$ cat config.mk
export PLATFORM = sky130hd
export DESIGN_NAME = bsp_spi
export DESIGN_NICKNAME = d
export VERILOG_FILES = /design/src/bsp_sync.v /design/src/bsp_spi.v
export VERILOG_INCLUDE_DIRS = /design/src /design/src/src
export SDC_FILE = /design/constraint.sdc
export NUM_CORES = 1
export LEC_CHECK = 0
export BUFFER_PORTS_ARGS = -buffer_cell sky130_fd_sc_hd__clkbuf_2
export CORE_MARGIN = 10
export CORE_UTILIZATION = 40
export CTS_CLUSTER_SIZE = 10
export DETAILED_ROUTE_END_ITERATION = 12
export HOLD_SLACK_MARGIN = 0.1
export PLACE_DENSITY = 0.57
export SLEW_MARGIN = 25
export SYNTH_ARGS = -nofsm -noshare
export SYNTH_HDL_FRONTEND = slang
export SYNTH_SLANG_ARGS = --single-unit
$ cat constraint.sdc
create_clock -name pclk -period 3.6 [get_ports pclk]
set_input_delay 0.54 -clock pclk [delete_from_list [all_inputs] [get_ports pclk]]
set_output_delay 0.54 -clock pclk [all_outputs]
set_load 0.005 [all_outputs]
$ cat src/bsp_consts.vh
// Constants for the clock-stop serial port: register map, fields, resets.
// Assumes a 200 MHz APB clock and 32-bit aligned register words.
`ifndef BSP_CONSTS_VH
`define BSP_CONSTS_VH

// ============================================================
// Register byte offsets
`define BSP_CTRL_OFF 12'h000
`define BSP_DIV_OFF 12'h004
`define BSP_TXD_OFF 12'h008
`define BSP_RXD_OFF 12'h00c
`define BSP_STAT_OFF 12'h010

// ============================================================
// Control fields
`define BSP_CTRL_EN 0
`define BSP_CTRL_MASTER 1
`define BSP_CTRL_CSTP_LO 2
`define BSP_CTRL_CSTP_HI 3
`define BSP_CTRL_TXPOL 4
`define BSP_CTRL_SRCSEL 5
`define BSP_CTRL_TXSPOL 6
`define BSP_CTRL_RXSPOL 7
`define BSP_CTRL_TXCDIR 8
`define BSP_CTRL_RXCDIR 9
`define BSP_CTRL_TXSDIR 10
`define BSP_CTRL_RXSDIR 11
`define BSP_CTRL_W 12

// Reset values: clock-stop 11b, polarities 1, slave, divider 1 from pclk
`define BSP_CTRL_RST 12'h0fc
`define BSP_DIV_RST 8'h01

// ============================================================
// Word size and modes
`define BSP_WORD_W 8
`define BSP_BITCNT_W 4
`define BSP_MODE_10 2'b10
`define BSP_MODE_11 2'b11

// ============================================================
// Timing: fastest allowed bit rate and the clock it is measured against
`define BSP_PCLK_MHZ 200
`define BSP_MAX_RATE_MHZ 100
`define BSP_MIN_DIV ((`BSP_PCLK_MHZ + `BSP_MAX_RATE_MHZ - 1) / \
	`BSP_MAX_RATE_MHZ - 1)

`endif

$ cat src/bsp_sync.v
// Two-flop synchroniser for one level input.
// Assumes the input may change at any time relative to pclk.
`timescale 1ns/1ps
module bsp_sync (
	input wire pclk,
	input wire presetn,
	input wire din,
	output reg dout
);
	reg meta_reg;

	// First stage feeds only the second stage, nothing else
	always @(posedge pclk or negedge presetn) begin
		if (!presetn) begin
			meta_reg <= 1'b0;
			dout <= 1'b0;
		end else begin
			meta_reg <= din;
			dout <= meta_reg;
		end
	end
endmodule

$ cat src/bsp_spi.v
// Clock-stop serial port in SPI-compatible mode, master or slave, with an
// APB register slave. Assumes pins are external and synchronous enough
// to pclk for the external divider clock; slave clock and select pins are synchronised.
`timescale 1ns/1ps
`include "bsp_consts.vh"

// Notes on behaviour
// - Bit period is source period times div+1
// - High phase: div/2+1 even, (div+1)/2 odd
// - Low phase: div/2 even, (div+1)/2 odd
// - Divider source is pclk or external pin
// - Slave runs divider at half pclk
// - Master drives inverted, active-low select
// - Slave inverts both active-low select inputs
// - Master: transmit directions out, receive in
// - Slave: all clock and select directions in
// - Select low before enabling edge, then transfer
// - Divider keeps bit rate within maximum
// - Select leads first fall by half/one bit
// - Select holds after last rise: full/half
// - Mode 10b: output changes on falling edge
// - Mode 11b: output changes on rising edge
// - Mode 11b: input sampled on falling edge
// - Master output released after last rising edge
// - Slave 10b output released when select rises
// - Slave drives first bit soon after select falls
module bsp_spi (
	input wire pclk,
	input wire presetn,
	input wire psel,
	input wire penable,
	input wire pwrite,
	input wire [11:0] paddr,
	input wire [31:0] pwdata,
	output reg [31:0] prdata,
	output reg pready,
	output reg pslverr,
	input wire ext_div_clock,
	input wire tx_bit_clock_in,
	output reg tx_bit_clock_out,
	output reg tx_bit_clock_oe,
	input wire tx_frame_sync_in,
	output reg tx_frame_sync_out,
	output reg tx_frame_sync_oe,
	input wire rx_frame_sync_in,
	output reg serial_data_out,
	output reg serial_data_oe,
	input wire serial_data_in
);
	// ============================================================
	// Registers
	reg [`BSP_CTRL_W-1:0] ctrl_reg;
	reg [7:0] div_reg;
	reg [`BSP_WORD_W-1:0] txd_reg;
	reg [`BSP_WORD_W-1:0] rxd_reg;
	reg start_reg;
	reg done_reg;
	reg rxfull_reg;
	reg busy_reg;
	reg [`BSP_WORD_W-1:0] sh_reg;
	reg [`BSP_WORD_W-1:0] rsh_reg;
	reg [`BSP_BITCNT_W-1:0] bit_reg;
	reg [7:0] ph_reg;
	reg [2:0] st_reg;
	reg ext_d_reg;
	reg sclk_d_reg;
	reg ssel_d_reg;

	wire en = ctrl_reg[`BSP_CTRL_EN];
	wire master = ctrl_reg[`BSP_CTRL_MASTER];
	wire [1:0] cstp = ctrl_reg[`BSP_CTRL_CSTP_HI:`BSP_CTRL_CSTP_LO];
	wire mode11 = (cstp == `BSP_MODE_11);
	wire acc = psel & penable;
	wire wr = acc & pwrite;

	// Config legal for the chosen role; otherwise the port stays idle
	wire cfg_master = ctrl_reg[`BSP_CTRL_TXCDIR] &
		ctrl_reg[`BSP_CTRL_TXSDIR] & ~ctrl_reg[`BSP_CTRL_RXCDIR] &
		~ctrl_reg[`BSP_CTRL_RXSDIR];
	wire cfg_slave = ~|ctrl_reg[`BSP_CTRL_RXSDIR:`BSP_CTRL_TXCDIR] &
		ctrl_reg[`BSP_CTRL_SRCSEL] & (div_reg == 8'h01);
	wire cfg_ok = ctrl_reg[`BSP_CTRL_TXPOL] & ctrl_reg[cstp[1] ?
		`BSP_CTRL_TXSPOL : `BSP_CTRL_TXSPOL] &
		ctrl_reg[`BSP_CTRL_RXSPOL] & cstp[1] &
		(master ? cfg_master : cfg_slave);
	wire run = en & cfg_ok;

	// ============================================================
	// Divider source: one-cycle enable per source clock period
	wire src_tick = ctrl_reg[`BSP_CTRL_SRCSEL] ? 1'b1 :
		(ext_div_clock & ~ext_d_reg);

	// Phase lengths from the divide value
	wire [7:0] hi_len = div_reg[0] ? ((div_reg >> 1) + 8'h01) :
		(div_reg == 8'h00 ? 8'h01 : (div_reg >> 1) + 8'h01);
	wire [7:0] lo_len = div_reg[0] ? ((div_reg >> 1) + 8'h01) :
		(div_reg == 8'h00 ? 8'h01 : (div_reg >> 1));
	// Even nonzero: hi+lo = div+1; odd: (div+1); zero: 1 each is a
	// clamp, since a zero-length phase is unrealisable

	// ============================================================
	// Slave inputs: synchronised, then edge-detected
	wire sclk_s;
	wire ssel_raw_s;
	wire rsel_raw_s;
	bsp_sync u_sync_clk (
		.pclk(pclk), .presetn(presetn),
		.din(tx_bit_clock_in), .dout(sclk_s)
	);
	// Selects are inverted at the pin so the flops reset to deselected;
	// otherwise a false select edge would follow every reset
	bsp_sync u_sync_sel (
		.pclk(pclk), .presetn(presetn),
		.din(~tx_frame_sync_in), .dout(ssel_raw_s)
	);
	bsp_sync u_sync_rsel (
		.pclk(pclk), .presetn(presetn),
		.din(~rx_frame_sync_in), .dout(rsel_raw_s)
	);
	// Either active-low select input enables the slave
	wire ssel = ssel_raw_s | rsel_raw_s;
	wire s_rise = sclk_s & ~sclk_d_reg;
	wire s_fall = ~sclk_s & sclk_d_reg;

	// ============================================================
	// Engine states: master sequence, plus ST_SLV for slave role
	localparam ST_IDLE = 3'd0;
	localparam ST_LEAD = 3'd1;
	localparam ST_LOW = 3'd2;
	localparam ST_HIGH = 3'd3;
	localparam ST_TAIL = 3'd4;
	localparam ST_SLV = 3'd5;

	wire [`BSP_BITCNT_W-1:0] last_bit = 4'h7; // Word size minus one
	wire ph_done = src_tick & (ph_reg == 8'h01);
	// Start only on a source tick, so the lead is whole source periods
	wire start_ok = start_reg & ~busy_reg & src_tick & run & master &
		(st_reg == ST_IDLE);

	// ============================================================
	// Transfer engine; clock idles high (polarity 1)
	always @(posedge pclk or negedge presetn) begin
		if (!presetn) begin
			st_reg <= ST_IDLE;
			ph_reg <= 8'h00;
			bit_reg <= 4'h0;
			sh_reg <= 8'h00;
			rsh_reg <= 8'h00;
			busy_reg <= 1'b0;
			done_reg <= 1'b0;
			rxfull_reg <= 1'b0;
			rxd_reg <= 8'h00;
			ext_d_reg <= 1'b0;
			sclk_d_reg <= 1'b0;
			ssel_d_reg <= 1'b0;
			tx_bit_clock_out <= 1'b1;
			tx_bit_clock_oe <= 1'b0;
			tx_frame_sync_out <= 1'b1;
			tx_frame_sync_oe <= 1'b0;
			serial_data_out <= 1'b0;
			serial_data_oe <= 1'b0;
		end else begin
			ext_d_reg <= ext_div_clock;
			sclk_d_reg <= sclk_s;
			ssel_d_reg <= ssel;
			// Done clears on status read, rxfull on data read; a new event wins over the clear
			if (acc & ~pwrite & (paddr == `BSP_STAT_OFF))
				done_reg <= 1'b0;
			if (acc & ~pwrite & (paddr == `BSP_RXD_OFF))
				rxfull_reg <= 1'b0;
			tx_bit_clock_oe <= run & master;
			tx_frame_sync_oe <= run & master;
			if (!run) begin
				st_reg <= ST_IDLE;
				busy_reg <= 1'b0;
				tx_bit_clock_out <= 1'b1;
				tx_frame_sync_out <= 1'b1;
				serial_data_oe <= 1'b0;
			end else begin
				case (st_reg)
				ST_IDLE: begin
					tx_bit_clock_out <= 1'b1;
					tx_frame_sync_out <= 1'b1;
					bit_reg <= 4'h0;
					if (!master) begin
						st_reg <= ST_SLV;
					end else if (start_ok) begin
						busy_reg <= 1'b1;
						sh_reg <= txd_reg;
						// Select low before first edge
						tx_frame_sync_out <= 1'b0;
						// 11b leads with one full bit
						ph_reg <= mode11 ? hi_len + lo_len :
							hi_len;
						st_reg <= ST_LEAD;
						if (mode11) begin
							serial_data_oe <= 1'b1;
							serial_data_out <= txd_reg[7];
						end
					end
				end
				ST_LEAD: if (src_tick) begin
					if (ph_done) begin
						tx_bit_clock_out <= 1'b0;
						ph_reg <= lo_len;
						st_reg <= ST_LOW;
						if (!mode11) begin
							// Data launched on the fall
							serial_data_oe <= 1'b1;
							serial_data_out <= sh_reg[7];
						end else begin
							// Input taken on the fall
							rsh_reg <= {rsh_reg[6:0],
								serial_data_in};
						end
					end else
						ph_reg <= ph_reg - 8'h01;
				end
				ST_LOW: if (src_tick) begin
					if (ph_done) begin
						tx_bit_clock_out <= 1'b1;
						ph_reg <= hi_len;
						if (!mode11)
							rsh_reg <= {rsh_reg[6:0],
								serial_data_in};
						if (bit_reg == last_bit) begin
							// Hold select: full bit / high phase
							ph_reg <= mode11 ? hi_len :
								hi_len + lo_len;
							st_reg <= ST_TAIL;
							if (mode11)
								serial_data_oe <= 1'b0;
						end else begin
							st_reg <= ST_HIGH;
							sh_reg <= {sh_reg[6:0], 1'b0};
							if (mode11)
								serial_data_out <=
									sh_reg[6];
						end
					end else
						ph_reg <= ph_reg - 8'h01;
				end
				ST_HIGH: if (src_tick) begin
					if (ph_done) begin
						tx_bit_clock_out <= 1'b0;
						ph_reg <= lo_len;
						bit_reg <= bit_reg + 4'h1;
						st_reg <= ST_LOW;
						if (!mode11)
							serial_data_out <= sh_reg[7];
						else
							rsh_reg <= {rsh_reg[6:0],
								serial_data_in};
					end else
						ph_reg <= ph_reg - 8'h01;
				end
				ST_TAIL: begin
					// Release (10b) one high phase plus one source period after last rise
					if (ph_done)
						serial_data_oe <= 1'b0;
					if (src_tick & (ph_reg == lo_len) & ~mode11)
						serial_data_oe <= 1'b0;
					if (src_tick) begin
						if (ph_done) begin
							tx_frame_sync_out <= 1'b1;
							st_reg <= ST_IDLE;
							busy_reg <= 1'b0;
							done_reg <= 1'b1;
							rxfull_reg <= 1'b1;
							rxd_reg <= rsh_reg;
						end else
							ph_reg <= ph_reg - 8'h01;
					end
				end
				ST_SLV: begin
					if (master)
						st_reg <= ST_IDLE;
					if (ssel & ~ssel_d_reg) begin
						// Drive first bit right after select falls
						serial_data_oe <= 1'b1;
						serial_data_out <= txd_reg[7];
						sh_reg <= txd_reg;
						bit_reg <= 4'h0;
						busy_reg <= 1'b1;
					end else if (!ssel) begin
						// Release once select returns high
						serial_data_oe <= 1'b0;
						busy_reg <= 1'b0;
					end else if ((mode11 ? s_fall : s_rise)) begin
						rsh_reg <= {rsh_reg[6:0],
							serial_data_in};
						bit_reg <= bit_reg + 4'h1;
						if (bit_reg == last_bit) begin
							done_reg <= 1'b1;
							rxfull_reg <= 1'b1;
							rxd_reg <= {rsh_reg[6:0],
								serial_data_in};
						end
					end else if ((mode11 ? s_rise : s_fall) &
						(bit_reg != 4'h0) &
						(bit_reg != `BSP_WORD_W)) begin
						sh_reg <= {sh_reg[6:0], 1'b0};
						serial_data_out <= sh_reg[6];
					end
				end
				default: st_reg <= ST_IDLE;
				endcase
			end
		end
	end

	// ============================================================
	// APB slave: zero wait states, errors on unmapped addresses
	wire mapped = (paddr == `BSP_CTRL_OFF) | (paddr == `BSP_DIV_OFF) |
		(paddr == `BSP_TXD_OFF) | (paddr == `BSP_RXD_OFF) |
		(paddr == `BSP_STAT_OFF);
	always @(posedge pclk or negedge presetn) begin
		if (!presetn) begin
			ctrl_reg <= `BSP_CTRL_RST;
			div_reg <= `BSP_DIV_RST;
			txd_reg <= 8'h00;
			start_reg <= 1'b0;
			prdata <= 32'h0000_0000;
			pready <= 1'b0;
			pslverr <= 1'b0;
		end else begin
			pready <= psel & ~penable;
			pslverr <= psel & ~penable & ~mapped;
			if (start_ok)
				start_reg <= 1'b0;
			if (wr & pready & (paddr == `BSP_CTRL_OFF))
				ctrl_reg <= pwdata[`BSP_CTRL_W-1:0];
			// Rate clamp keeps the bit clock within the maximum
			if (wr & pready & (paddr == `BSP_DIV_OFF))
				div_reg <= (pwdata[7:0] < `BSP_MIN_DIV) ?
					8'h01 : pwdata[7:0];
			if (wr & pready & (paddr == `BSP_TXD_OFF)) begin
				txd_reg <= pwdata[7:0];
				start_reg <= 1'b1;
			end
			if (psel & ~penable) begin
				case (paddr)
				`BSP_CTRL_OFF: prdata <= {20'h00000, ctrl_reg};
				`BSP_DIV_OFF: prdata <= {24'h000000, div_reg};
				`BSP_TXD_OFF: prdata <= {24'h000000, txd_reg};
				`BSP_RXD_OFF: prdata <= {24'h000000, rxd_reg};
				`BSP_STAT_OFF: prdata <= {29'h00000000,
					rxfull_reg, done_reg, busy_reg};
				default: prdata <= 32'h0000_0000;
				endcase
			end
		end
	end
	// Slave role requires pclk source and divide 1: half pclk
endmodule

* After elaboration in Yosys (flattened, before gate mapping)
Cells that the tools add are included.
** Cells by class
- Add/sub/neg operators :: 4
- Magnitude comparators :: 1
- Equality and inequality tests :: 62
- Mux-type cells :: 131
- Bitwise operators :: 54
- Reductions and logical operators :: 25
** Operators with widths (number)
- $mux 8 :: 39
- $mux 1 :: 61
- $pmux 12 s5 :: 1
- $ne 3x3->1 const B :: 17
- $pmux 8 s3 :: 2
- $and 1x1->1 :: 36
- $ne 2x2->1 const B :: 18
- $mux 3 :: 11
- $pmux 8 s4 :: 1
- $eq 12x4->1 const B :: 2
- $reduce_and 8->1 :: 3
- $mux 4 :: 5
- $eq 8x1->1 const B :: 2
- $ne 4x4->1 const B :: 4
- $pmux 8 s2 :: 1
- $pmux 3 s5 :: 1
- $reduce_and 15->1 :: 1
- $not 1->1 :: 13
- $reduce_and 13->1 :: 1
- $eq 12x3->1 const B :: 1
- $eq 12x5->1 const B :: 1
- $logic_not 12->1 :: 1
- $pmux 4 s3 :: 1
- $reduce_and 6->1 :: 2
- 35 further kinds :: 52
** Storage, ports and cells
- Register bits after elaboration :: 119
- Input bits :: 54
- Output and inout port bits :: 40
- Logic and storage cells :: 307

* Logic depth before layout (Yosys ltp)
Gate-level depths: netlist (run 1).
- Depth after elaboration :: 14
- Depth in mapped cells :: 11
- Depth with buffers taken out :: 11

* Hierarchy
Synthesis (run 1) repeated with hierarchy kept, for this count alone.
** Second synthesis, totals
- Cell total of the unflattened synthesis :: 665
- Area, all modules :: 6308.6 um2
** By module, submodules not included
- bsp_spi :: times used 1, cells an instance 659, area each 6158.4 um2
- bsp_sync :: times used 3, cells an instance 2, area each 50.0 um2

* Worst setup path after synthesis (run 1)
No wires, ideal clock.
- Kind :: reg-to-reg
- Start :: reg div_reg[0]
- End :: reg ph_reg[6]
- Arrival :: 2.637 ns
- Required time :: 3.476 ns
- Setup slack :: 0.839 ns
- Cell stages (with the launch flop) :: 11
- Buffers on the path :: 1
- Cell sequence :: dfstp_2 clkbuf_1 nand4_1 nor2_1 xor2_1 ha_1 nor2b_1 a221oi_1 and3_1 a31oi_1 o31a_1
** Between the ends
- Longest elaborated chain between the ends :: 10
** Ends and longest elaborated chain
- start, declared :: RTL line bsp_spi.v:53 : reg [7:0] div_reg;
- start signal, assigned :: RTL line bsp_spi.v:320 : div_reg <= `BSP_DIV_RST;
- start signal, assigned :: RTL line bsp_spi.v:335 : div_reg <= (pwdata[7:0] < `BSP_MIN_DIV) ?
- parallel branches: the longest is 10 deep, another holds $add 8x8->8
- end signal, assigned :: RTL line bsp_spi.v:193 : ph_reg <= mode11 ? hi_len + lo_len :
- end signal, assigned :: RTL line bsp_spi.v:205 : ph_reg <= lo_len;
- end signal, assigned :: RTL line bsp_spi.v:217 : ph_reg <= ph_reg - 8'h01;
- end, declared :: RTL line bsp_spi.v:63 : reg [7:0] ph_reg;
Several ways; the timed one is not identified. The select of a mux whose other input is x is not followed.
A chain may end at the register's enable or synchronous reset.

* Worst setup path after layout (run 1)
- Start :: reg div_reg[1]
- End :: reg ph_reg[6]
** Between the ends
- Longest elaborated chain between the ends :: 10
** Ends and longest elaborated chain
- parallel branches: the longest is 10 deep, another holds $add 7x1->8
Several ways; the timed one is not identified. The select of a mux whose other input is x is not followed.

==> results of run 1 <==
==> synthesized netlist by cell type, types with 8 or more instances <==
cell type  count  share of area (%)
a21oi_1       39                3.0
a31oi_1       10               0.96
buf_2          8               0.62
buf_4         21                2.4
clkbuf_1      30                1.7
dfrtp_1       90                 35
dfstp_2        9                3.6
ha_1          11                2.1
inv_1         21                1.2
mux2_2        48                8.3
mux2i_1       18                2.8
nand2_1       76                4.4
nand3_1       14                1.1
nor2_1        44                2.5
nor2b_1       12                1.2
nor3_1        19                1.5
o21ai_0       54                4.2
o22ai_1        8               0.77
xnor2_1       12                1.6
==> power by group <==
group / total, mW / internal [mW] / switching [mW] / leakage, nW
Clock: 1.01 / 0.502 / 0.506 / 0.151
Combinational: 0.0874 / 0.0276 / 0.0598 / 1.75
Sequential: 1.12 / 1.12 / 0.00416 / 1.31
==> cell families (layout without fill, tap and decap cells) <==
kind of cell	Yosys count	in the layout	share of synthesized area, %
fa+ha+maj	12	12	2.43
buf+inv	86	107	6.35
flops	99	99	38.3
xor+xnor	19	19	2.56
other cells	1	20	0.0577
simple gates	228	228	18.0
mux	71	71	12.8
compound gates	191	191	19.5
==> worst max-delay path: stages, from the launching register on <==
cell and delay [ns]:
dfrtp_1 0.64, ha_1 0.34, nand3_1 0.18, nor2_1 0.21, xor2_1 0.37, ha_1 0.33, inv_1 0.09, nor3_1 0.05
a221oi_1 0.20, and3_1 0.22, a31oi_1 0.09, o31a_1 0.28
==> cell type report <==
type,instances,area (um2)
Clock buffer,9,225
Clock inverter,7,86.3
Fill cell,1529,8670
Inverter,23,86.3
Multi-Input combinational cell,541,3670
Sequential cell,99,2490
Tap cell,216,270
Timing Repair Buffer,68,393
==> path summary, 6_finish.rpt <==
check,cells past startpoint,endpoint,from,slack [ns]
min in group pclk,1,u_sync_clk.meta_reg,tx_bit_clock_in,0.28
hold / removal,1,prdata[11],presetn,0.24
setup / recovery,11,ph_reg[6],div_reg[1],0.45
max in group asynchronous,2,ctrl_reg[2],presetn,2.61
hold reg to reg,0,u_sync_rsel.dout,u_sync_rsel.meta_reg,0.35
setup reg to reg,11,ph_reg[6],div_reg[1],0.45
==> per-layer routing <==
layer	track usage, %	wire length, um
met2	27.9	8830
met5	0	0
met3	3.75	1350
met1	22.7	8420
met4	5.30	388
==> summary.md, run 1 <==
The flow ran to the end, and the final reports show no timing, DRC or antenna violations. The logs give 0.968 for the weighted congestion reported at the end of routability-driven placement and 963 for the number of standard cells in the final layout excluding fillers. The worst path arrival time was 3.39 ns; the post-cts gate resize count was 0. The area growth from synthesis to layout is 11.1%. The final cell utilization of the core was 45.4%; the diode insertion count for antenna repair was 0. The detailed router finished its first iteration with 556 violations.

The setup violation total in the final timing report was 0; the biggest fanout along the worst timing path was 14. Global routing finished with a remaining overflow of 0. In the layout the commonest cells are dfrtp_1 (90), nand2_1 (76), o21ai_0 (54), clkbuf_2 (52), mux2_2 (48).

The path class of the tightest hold or removal check is in -> async. Once detailed placement completed, the half-perimeter wirelength came to 14.6 mm. The source-to-sink clock delay at the later pin of the worst-skew pair came out at 0.36 ns. The number of setup buffers added after CTS is 0. In the final timing run, aggregate negative setup slack is 0 ns. Leaving out fill and tap cells, the most frequent cell in the layout is dfrtp_1. The required time reported for the critical path endpoint is 3.84 ns, and the port buffer count is 53. Measured along the y axis, the die boundary spans 147 um. The remaining routing DRC violations came out at 0. The logs give 0 for the number of buffers inserted by hold repair at cts and 0 for the hold violation total from the final report.

The worst pin sits at a relative slew slack of 32.1%. The count of boundary I/O pins was 94. Once the floorplan was initialized, standard cells occupied 40.9% of the core. Clock tree root buffer cell: clkbuf_16. Power comes to 2.22 mW. In this run the remaining antenna-violating nets after routing total 0. The worst path meets setup with 0.452 ns of slack.

For the final database, setup skew stands at 0.00734 ns. Dominant register cell in the synthesized netlist: dfrtp_1. The logs give 5457 for the via count of the first global-routing pass and 947 for the number of cells in the design after placement. Using the TritonRoute via totals, the vias-per-cell ratio works out to 5.89. The async set-reset flop share out of synthesis came out at 100%.

STA classifies the critical path startpoint as a flop. IR analysis of the VDD net gives a maximum drop of 0.000316 V. The die outline width was 147 um; the number of clock sinks was 99. In this run the core area contains 46 standard-cell rows. The setup slack at placement came out at 0.490 ns. The tools report the number of buffers added by the clock tree synthesis step as 9. Dividing total power by cell area gives a power density of 307 nW/um2. The average footprint of a synthesized cell works out to 9.19 um2. TritonCTS built the clock tree. Dividing the final minimum period by the clock period gives 87.5%. In this run the number of H-tree levels came out at 3. The transition time at the pin with the least slew margin was 1.00 ns. Proportion of layout cells with a drive suffix above 1: 21.6%. For the total standard cell area after synthesis, the log shows 6500 um2. Hold timing on the final database bottoms out at a slack of 0.240 ns. During synthesis, Yosys emitted a total of 0 warnings.

The number of different library cells used by synthesis comes to 77. The flip-flop and latch count after synthesis was 99. The pin count of the biggest net entering global routing was 57. The tools report the kind of end point of the critical path as a flop. The worst path in the final design needs a cycle of 3.15 ns, including I/O delays and setup.

Summing the sequential cell areas from Yosys gives 38.3% of the chip area. Type of the worst setup path: reg -> reg. The routed design has 19.0 mm of wire. Max-cap violations in this run came to 0. For the number of antenna violations at the first check in global routing, the log shows 0. The core area was 15900 um2; the synthesized instance count was 707. The tools report the count of pins over their slew limit as 0.

The longest clock path from root to sink contains 2 buffers. The tools report the overall die area as 21700 um2. The routed layout has 5676 vias. The layout net count came out at 808. The first detailed-routing pass took 5 iterations.

With fillers left out, the area of the finished cells amounts to 7220 um2. The first global-routing pass estimated 30.3 mm of wire. After detailed placement, the total cell area comes to 6910 um2.

The synthesized design contains 0 enable-type register cells. Based on the critical path, the design can be clocked at up to 318 MHz. Setup repair after global routing left no endpoint under its margin. The logs give 17.3% for the total global-route track usage and 3.21 nW for the leakage dissipation. The clock transition at the registers of the reported paths was 0.08 ns; the post-detailed-route wirelength per cell was 19.7 um.
(Power assumes the default switching activity.)
==> inputs of run 2 (changes only) <==
--- a/config.mk
+++ b/config.mk
@@ -7,12 +7,15 @@
 export NUM_CORES = 1
 export LEC_CHECK = 0
 export BUFFER_PORTS_ARGS = -buffer_cell sky130_fd_sc_hd__clkbuf_2
+export CELL_PAD_IN_SITES_DETAIL_PLACEMENT = 0
+export CELL_PAD_IN_SITES_GLOBAL_PLACEMENT = 1
 export CORE_MARGIN = 10
 export CORE_UTILIZATION = 40
 export CTS_CLUSTER_SIZE = 10
 export DETAILED_ROUTE_END_ITERATION = 12
 export HOLD_SLACK_MARGIN = 0.1
-export PLACE_DENSITY = 0.57
+export PLACE_DENSITY = 0.72
+export REMOVE_ABC_BUFFERS = 1
 export SLEW_MARGIN = 25
 export SYNTH_ARGS = -nofsm -noshare
 export SYNTH_HDL_FRONTEND = slang
==> summary.md, run 2 (synthesis results as in run 1) <==
The area growth from synthesis to layout is 11.5%, and the count of vias placed by the detailed router is 5657. Setup repair after global routing left no endpoint under its margin. For met1 alone, demand over resource in global routing was 23.0%. For this configuration, the core starts out at a cell density of 40.9%.

The min-delay analysis places its worst path in the category in -> async. Final hold slack: 0.252 ns. For this design, the CTS-stage hold fixing added 0 buffers.

Global routing consumed, on the met3 layer, 4.43% of the routing resources. In this run the tool buffered the top-level ports with 53 buffer cells. For the pin with the worst max-slew slack, the measured transition is 0.949 ns.

Measured against its own limit, the worst slew margin works out to 35.8%. TritonCTS built the clock tree. The logs give 0 for the number of post-CTS setup repair buffers and 46 for the total number of placement rows.

The number of antenna violations at the first check in global routing is 0, and the number of buffers added by the clock tree synthesis step is 9. The core region is 15900 um2. The flow ran to the end, and the final reports show no timing, DRC or antenna violations.

The number of gates resized after CTS was 0. The aggregate routed wire length is 19.2 mm. Dividing the detail-routed wire length by the instance count gives 19.9 um.

In this run the worst path has a maximum fanout of 14. For this design the total switching power over the nets is 554 uW. For the global-route wire length before repair, the log shows 30.9 mm. Of the total power, registers draw 49.5%.

After routing the design area is 7250 um2. For this run, the total global-route usage over all layers was measured as 17.7%. The clock tree synthesis step divided the H-tree into 3 levels. Power spread over the standard cell area amounts to 313 nW/um2. Clock tree root buffer cell: clkbuf_16. Proportion of layout cells with a drive suffix above 1: 21.9%.

From left edge to right edge, the die measures 147 um. Across the run, the number of max-cap violations was 0. The run gives 5675 as the via count of the first global-routing pass. The library cell used most frequently in the layout, excluding fill and tap cells, is dfrtp_1. The hold violation total from the final report was 0; the part of the cycle the worst path needs was 89.7%. The clock transition at the registers of the reported paths was 0.08 ns. The number of iterations in the first detailed-routing pass came out at 5.

The tools report the global-route met2 utilization as 28.2%. Setup violations remaining at the end of the flow were counted as 0. Using the TritonRoute via totals, the vias-per-cell ratio works out to 5.86. The power share of the combinational group was 3.9%; the final critical-path required period was 3.23 ns.

The run gives 0 as the post-route antenna net violation count. The number of DRC markers in iteration 0 is 575, and the weighted congestion reported at the end of routability-driven placement is 0.921. Entering global routing, the biggest net connects 61 pins. The worst setup path is captured at a flop. The timing-limited maximum frequency was 310 MHz; the switching share of total power was 24.5%. The total internal power is 1.71 mW. During I/O placement, the number of pins put on the boundary was 94. The diode insertion count for antenna repair was 0; the leakage dissipation was 3.22 nW. The worst clock skew came out at 0.00722 ns.

The logs give 6920 um2 for the placed standard-cell area and 3.46 ns for the worst path arrival time. The vertical die dimension works out to 147 um. Of the total power, the clock network draws 46.6%. For the layout net count, the log shows 811. The worst-case IR drop observed on VDD is 0.000306 V. The clock tree buffer depth came out at 2. Summed over all layers, the global routing overflow is 0. The type of the worst setup path was reg -> reg. The overall die area came out at 21700 um2.

Summed over all failing endpoints, the final setup total negative slack is 0 ns. In this run the most used layer during global routing was met2. The run gives 0 as the remaining routing DRC violations. The clock drives 99 sinks. The count of pins over their slew limit was 0.

The HPWL after detailed placement was 14.7 mm. The top cell types in the final layout, fill and taps aside, are dfrtp_1 (90), nand2_1 (76), o21ai_0 (54), clkbuf_2 (52), mux2_2 (48). The logs give 3.83 ns for the required time reported for the critical path endpoint and 0.36 ns for the source-to-sink clock delay at the later pin of the worst-skew pair. The worst setup path is launched from a flop.
run 2: changes by cell type in the layout (fill, tap and decap cells not counted), sizes merged:
cell,before,now
buf,16,19
clkinvlp,0,1
inv,26,24
bufinv,0,1
run 2: area by class of cell:
cell class              instances  area [um2]
inverters                      23        86.3
flip-flops and latches         99        2490
fillers                      1527        8640
clock inverters                 7         106
repair buffers                 71         403
multi-input cells             541        3670
well taps                     216         270
clock buffers                   9         225
run 2: stage by stage:
stage | worst slack [ns] | power [mW] | cells | util [%]
after floorplan | 0.422 | 1.17 | 663 | -
after global placement | 0.464 | 1.23 | 950 | 43.5
after detailed placement | 0.397 | 1.23 | 950 | 43.5
after CTS | 0.367 | 2.29 | 966 | 45.6
after global routing | 0.126 | 2.34 | 966 | 45.6
final | 0.370 | 2.27 | 966 | 45.6
run 2: power groups by stage:
stage	registers, mW	clock network [mW]	logic (mW)
2_1_floorplan	1.14	0	0.0261
3_3_place_gp	1.14	0	0.0860
3_5_place_dp	1.14	0	0.0881
4_1_cts	1.12	1.08	0.0883
5_1_grt	1.12	1.12	0.0995
6_report	1.12	1.06	0.0878
run 2: path summary, 6_finish.rpt:
check	to	slack (ns)	depth (start not counted)	start
hold / removal	pready	0.25	1	presetn
setup reg to reg	ph_reg[3]	0.37	9	div_reg[1]
setup / recovery	ph_reg[3]	0.37	9	div_reg[1]
max in group asynchronous	tx_frame_sync_out	2.51	2	presetn
min in group pclk	u_sync_clk.meta_reg	0.29	1	tx_bit_clock_in
hold reg to reg	u_sync_sel.dout	0.35	0	u_sync_sel.meta_reg
run 2: layer usage:
layer / wire length (um) / share of wire [%]
met5: 0 / 0
met4: 430 / 2.2
met1: 8390 / 44
met2: 8950 / 47
met3: 1430 / 7.5
run 2: critical path, stage by stage (launching register included):
cell,delay (ns)
dfrtp_1,0.64
ha_1,0.33
nand2_1,0.13
xnor2_1,0.34
ha_1,0.38
a21o_1,0.21
o311a_1,0.33
nor4_1,0.28
nor3_1,0.09
o41ai_1,0.36
==> inputs of run 3 (changes only) <==
--- a/config.mk
+++ b/config.mk
@@ -7,14 +7,12 @@
 export NUM_CORES = 1
 export LEC_CHECK = 0
 export BUFFER_PORTS_ARGS = -buffer_cell sky130_fd_sc_hd__clkbuf_2
-export CELL_PAD_IN_SITES_DETAIL_PLACEMENT = 0
-export CELL_PAD_IN_SITES_GLOBAL_PLACEMENT = 1
 export CORE_MARGIN = 10
 export CORE_UTILIZATION = 40
 export CTS_CLUSTER_SIZE = 10
 export DETAILED_ROUTE_END_ITERATION = 12
 export HOLD_SLACK_MARGIN = 0.1
-export PLACE_DENSITY = 0.72
+export PLACE_DENSITY = 0.68
 export REMOVE_ABC_BUFFERS = 1
 export SLEW_MARGIN = 25
 export SYNTH_ARGS = -nofsm -noshare
==> summary.md, run 3 (synthesis results as in run 1) <==
The setup violation total in the final timing report is 0, and the post-detailed-route wirelength per cell is 18.9 um. Traced cell by cell, the critical path runs through ha_1 -> nand3_1 -> nor2_1 -> xor2_1 -> ha_1 -> inv_1 -> nor3_1 -> a221oi_1 -> and3_1 -> a31oi_1 -> o31a_1. The worst register-to-register path has a setup slack of 0.49 ns.

Leaving out fill and tap cells, the most frequent cells in the layout are dfrtp_1 (90), nand2_1 (76), o21ai_0 (54), clkbuf_2 (52), mux2_2 (48). No sink is reached through more buffers than the 2 on the longest clock path. The hold violation total from the final report came out at 0. Net switching is 26.1% of the power. The flow ran to the end, and the final reports show no timing, DRC or antenna violations. Core area: 15900 um2. The area growth from synthesis to layout is 11.1%, and the clock transition at the registers of the reported paths is 0.08 ns.

After routing the design area is 7220 um2. Setup repair after global routing left no endpoint under its margin. Static timing analysis puts the maximum clock frequency at 321 MHz. After clock tree synthesis, the setup repair step added 0 buffers. The final layout contains 810 nets. Entering global routing, the biggest net connects 62 pins.

In this run the power density over the cells is 309 nW/um2. Measured against its own limit, the worst slew margin works out to 38.7%. The kind of end point of the critical path is a flop.

In this design, the stage delay of the slowest critical-path cell is 0.65 ns. The logs give 21700 um2 for the overall die area and 94 for the count of boundary I/O pins. At the pin with the least slew margin, the transition time is 0.907 ns. The biggest fanout along the worst timing path is 14. Post-route antenna net violation count: 0.

The number of DRC markers in iteration 0 is 578. Residual overflow from global routing: 0. The count of pins over their slew limit is 0, and the leakage dissipation is 3.21 nW. The H-tree was split into 3 levels.

The tools report the final hold slack as 0.262 ns. The number of clock sinks is 99, and the global-route wire length before repair is 28.8 mm. The pre-antenna-repair detailed-routing pass consisted of 5 iterations. HPWL after detailed placement: 13.6 mm. Input and output buffers added on the ports amount to 53. The final critical-path required period is 3.11 ns, and the via count of the first global-routing pass is 5268. For this configuration, the core starts out at a cell density of 40.9%. The logs give 0 for the number of antenna violations at the first check in global routing and 0.550 ns for the setup slack at placement. After layout, the worst setup slack is 0.488 ns. The logs give 50.3% for the part of the power in registers and 6910 um2 for the placed standard-cell area. The clock reaches the later pin of the worst-skew pair after 0.37 ns. At the worst endpoint, the required time is 3.85 ns. Once layout is complete, the cells apart from fillers number 965. The die is 147 um tall.

The power share of the combinational group was 3.9%; the number of max-cap violations was 0. On the critical path, the stage with the largest delay is an instance of dfrtp_1. For the total internal power, the log shows 1.65 mW. The total global-route track usage was 16.3%; the worst clock skew was 0.0105 ns.

CTS placed an instance of clkbuf_16 at the clock tree root. The final critical path takes up 86.4% of the cycle. Post-CTS repair changed the size of 0 cells. The number of buffers added by the clock tree synthesis step is 9, and the part of the total power dissipated in the clock network is 45.8%. At the end of routability-driven placement, the weighted congestion stood at 0.948.

The run gives 0 ns as the total negative setup slack. The startpoint identified for the worst register-to-register timing path is div_reg[1]. The diode insertion count for antenna repair is 0. For this run, design rule violations remaining after detail routing come to 0. The library cell used most frequently in the layout, excluding fill and tap cells, is dfrtp_1. Using the TritonRoute via totals, the vias-per-cell ratio works out to 5.84. The tightest min-delay check is of the in -> async type. TritonCTS built the clock tree. Summed over all nets, the switching power comes to 582 uW. The floorplan step set the die width to 147 um.

The worst-case IR drop observed on VDD is 0.000233 V. The sort of element at the start of the critical path was a flop. In the final layout, the share of cells above drive strength 1 is 21.8%. Total number of placement rows: 46. The number of cells on the worst reg-to-reg path is 11. The critical path is of the reg -> reg type. The end of the worst register-to-register path is ph_reg[6]. The logs give 0 for the number of buffers inserted by hold repair at cts and 5631 for the count of vias placed by the detailed router. The worst path arrival time is 3.36 ns. Aggregate routed wire length: 18.2 mm. In this design, the critical path's most frequently occurring cell is ha_1. Including well taps, the total number of placed cells is 949.
==> run 3: cell types whose count changed in the layout (fill, tap and decap cells not counted), sizes merged <==
cell | previous run | this run
bufinv | 1 | 0
inv | 24 | 26
clkinvlp | 1 | 0
buf | 19 | 18
==> run 3: worst max-delay path: cells and delay by family, from the launching register on <==
family / cells / cell delay [ns]
and+or+nand+nor: 4 / 0.67
xor gates and xnor gates: 1 / 0.33
adders and majority gates: 2 / 0.66
buffers and inverters: 1 / 0.10
AOI/OAI and AO/OA: 3 / 0.59
DFF: 1 / 0.65
==> run 3: routing by layer <==
layer  track usage, %  share of wire (%)  vias to the layer above
li1                 -                  -                     2636
met1             21.5                 44                     2758
met2             25.3                 46                      195
met3             4.52                7.1                       42
met4             5.45                2.7                        0
met5                0                  0                        -
==> run 3: cell type report <==
| type | count | area (um2) |
|---|---|---|
| Clock inverter | 7 | 86.3 |
| Multi-Input combinational cell | 541 | 3670 |
| Clock buffer | 9 | 225 |
| Timing Repair Buffer | 70 | 395 |
| Sequential cell | 99 | 2490 |
| Inverter | 23 | 86.3 |
| Fill cell | 1546 | 8660 |
| Tap cell | 216 | 270 |
==> run 3: power groups by stage <==
stage               clock network, mW  registers (mW)  logic (mW)
floorplan                           0            1.14      0.0261
global placement                    0            1.14      0.0871
detailed placement                  0            1.14      0.0875
CTS                              1.03            1.12      0.0879
global route                     1.08            1.12      0.0980
finish                           1.02            1.12      0.0869
==> run 3: how the worst max path moves through the flow <==
stage	start	end
final	div_reg[1]	ph_reg[6]
after global routing	div_reg[1]	ph_reg[3]
after CTS	div_reg[1]	ph_reg[6]
after detailed placement	div_reg[1]	ph_reg[6]
after global placement	div_reg[7]	ph_reg[3]
after floorplan	ph_reg[5]	sh_reg[1]
==> run 3: stage by stage <==
step                      util [%]  power (mW)
after global placement        43.5        1.23
after CTS                     45.5        2.24
final                         45.5        2.23
after floorplan                  -        1.17
after detailed placement      43.5        1.23
after global routing          45.5        2.30
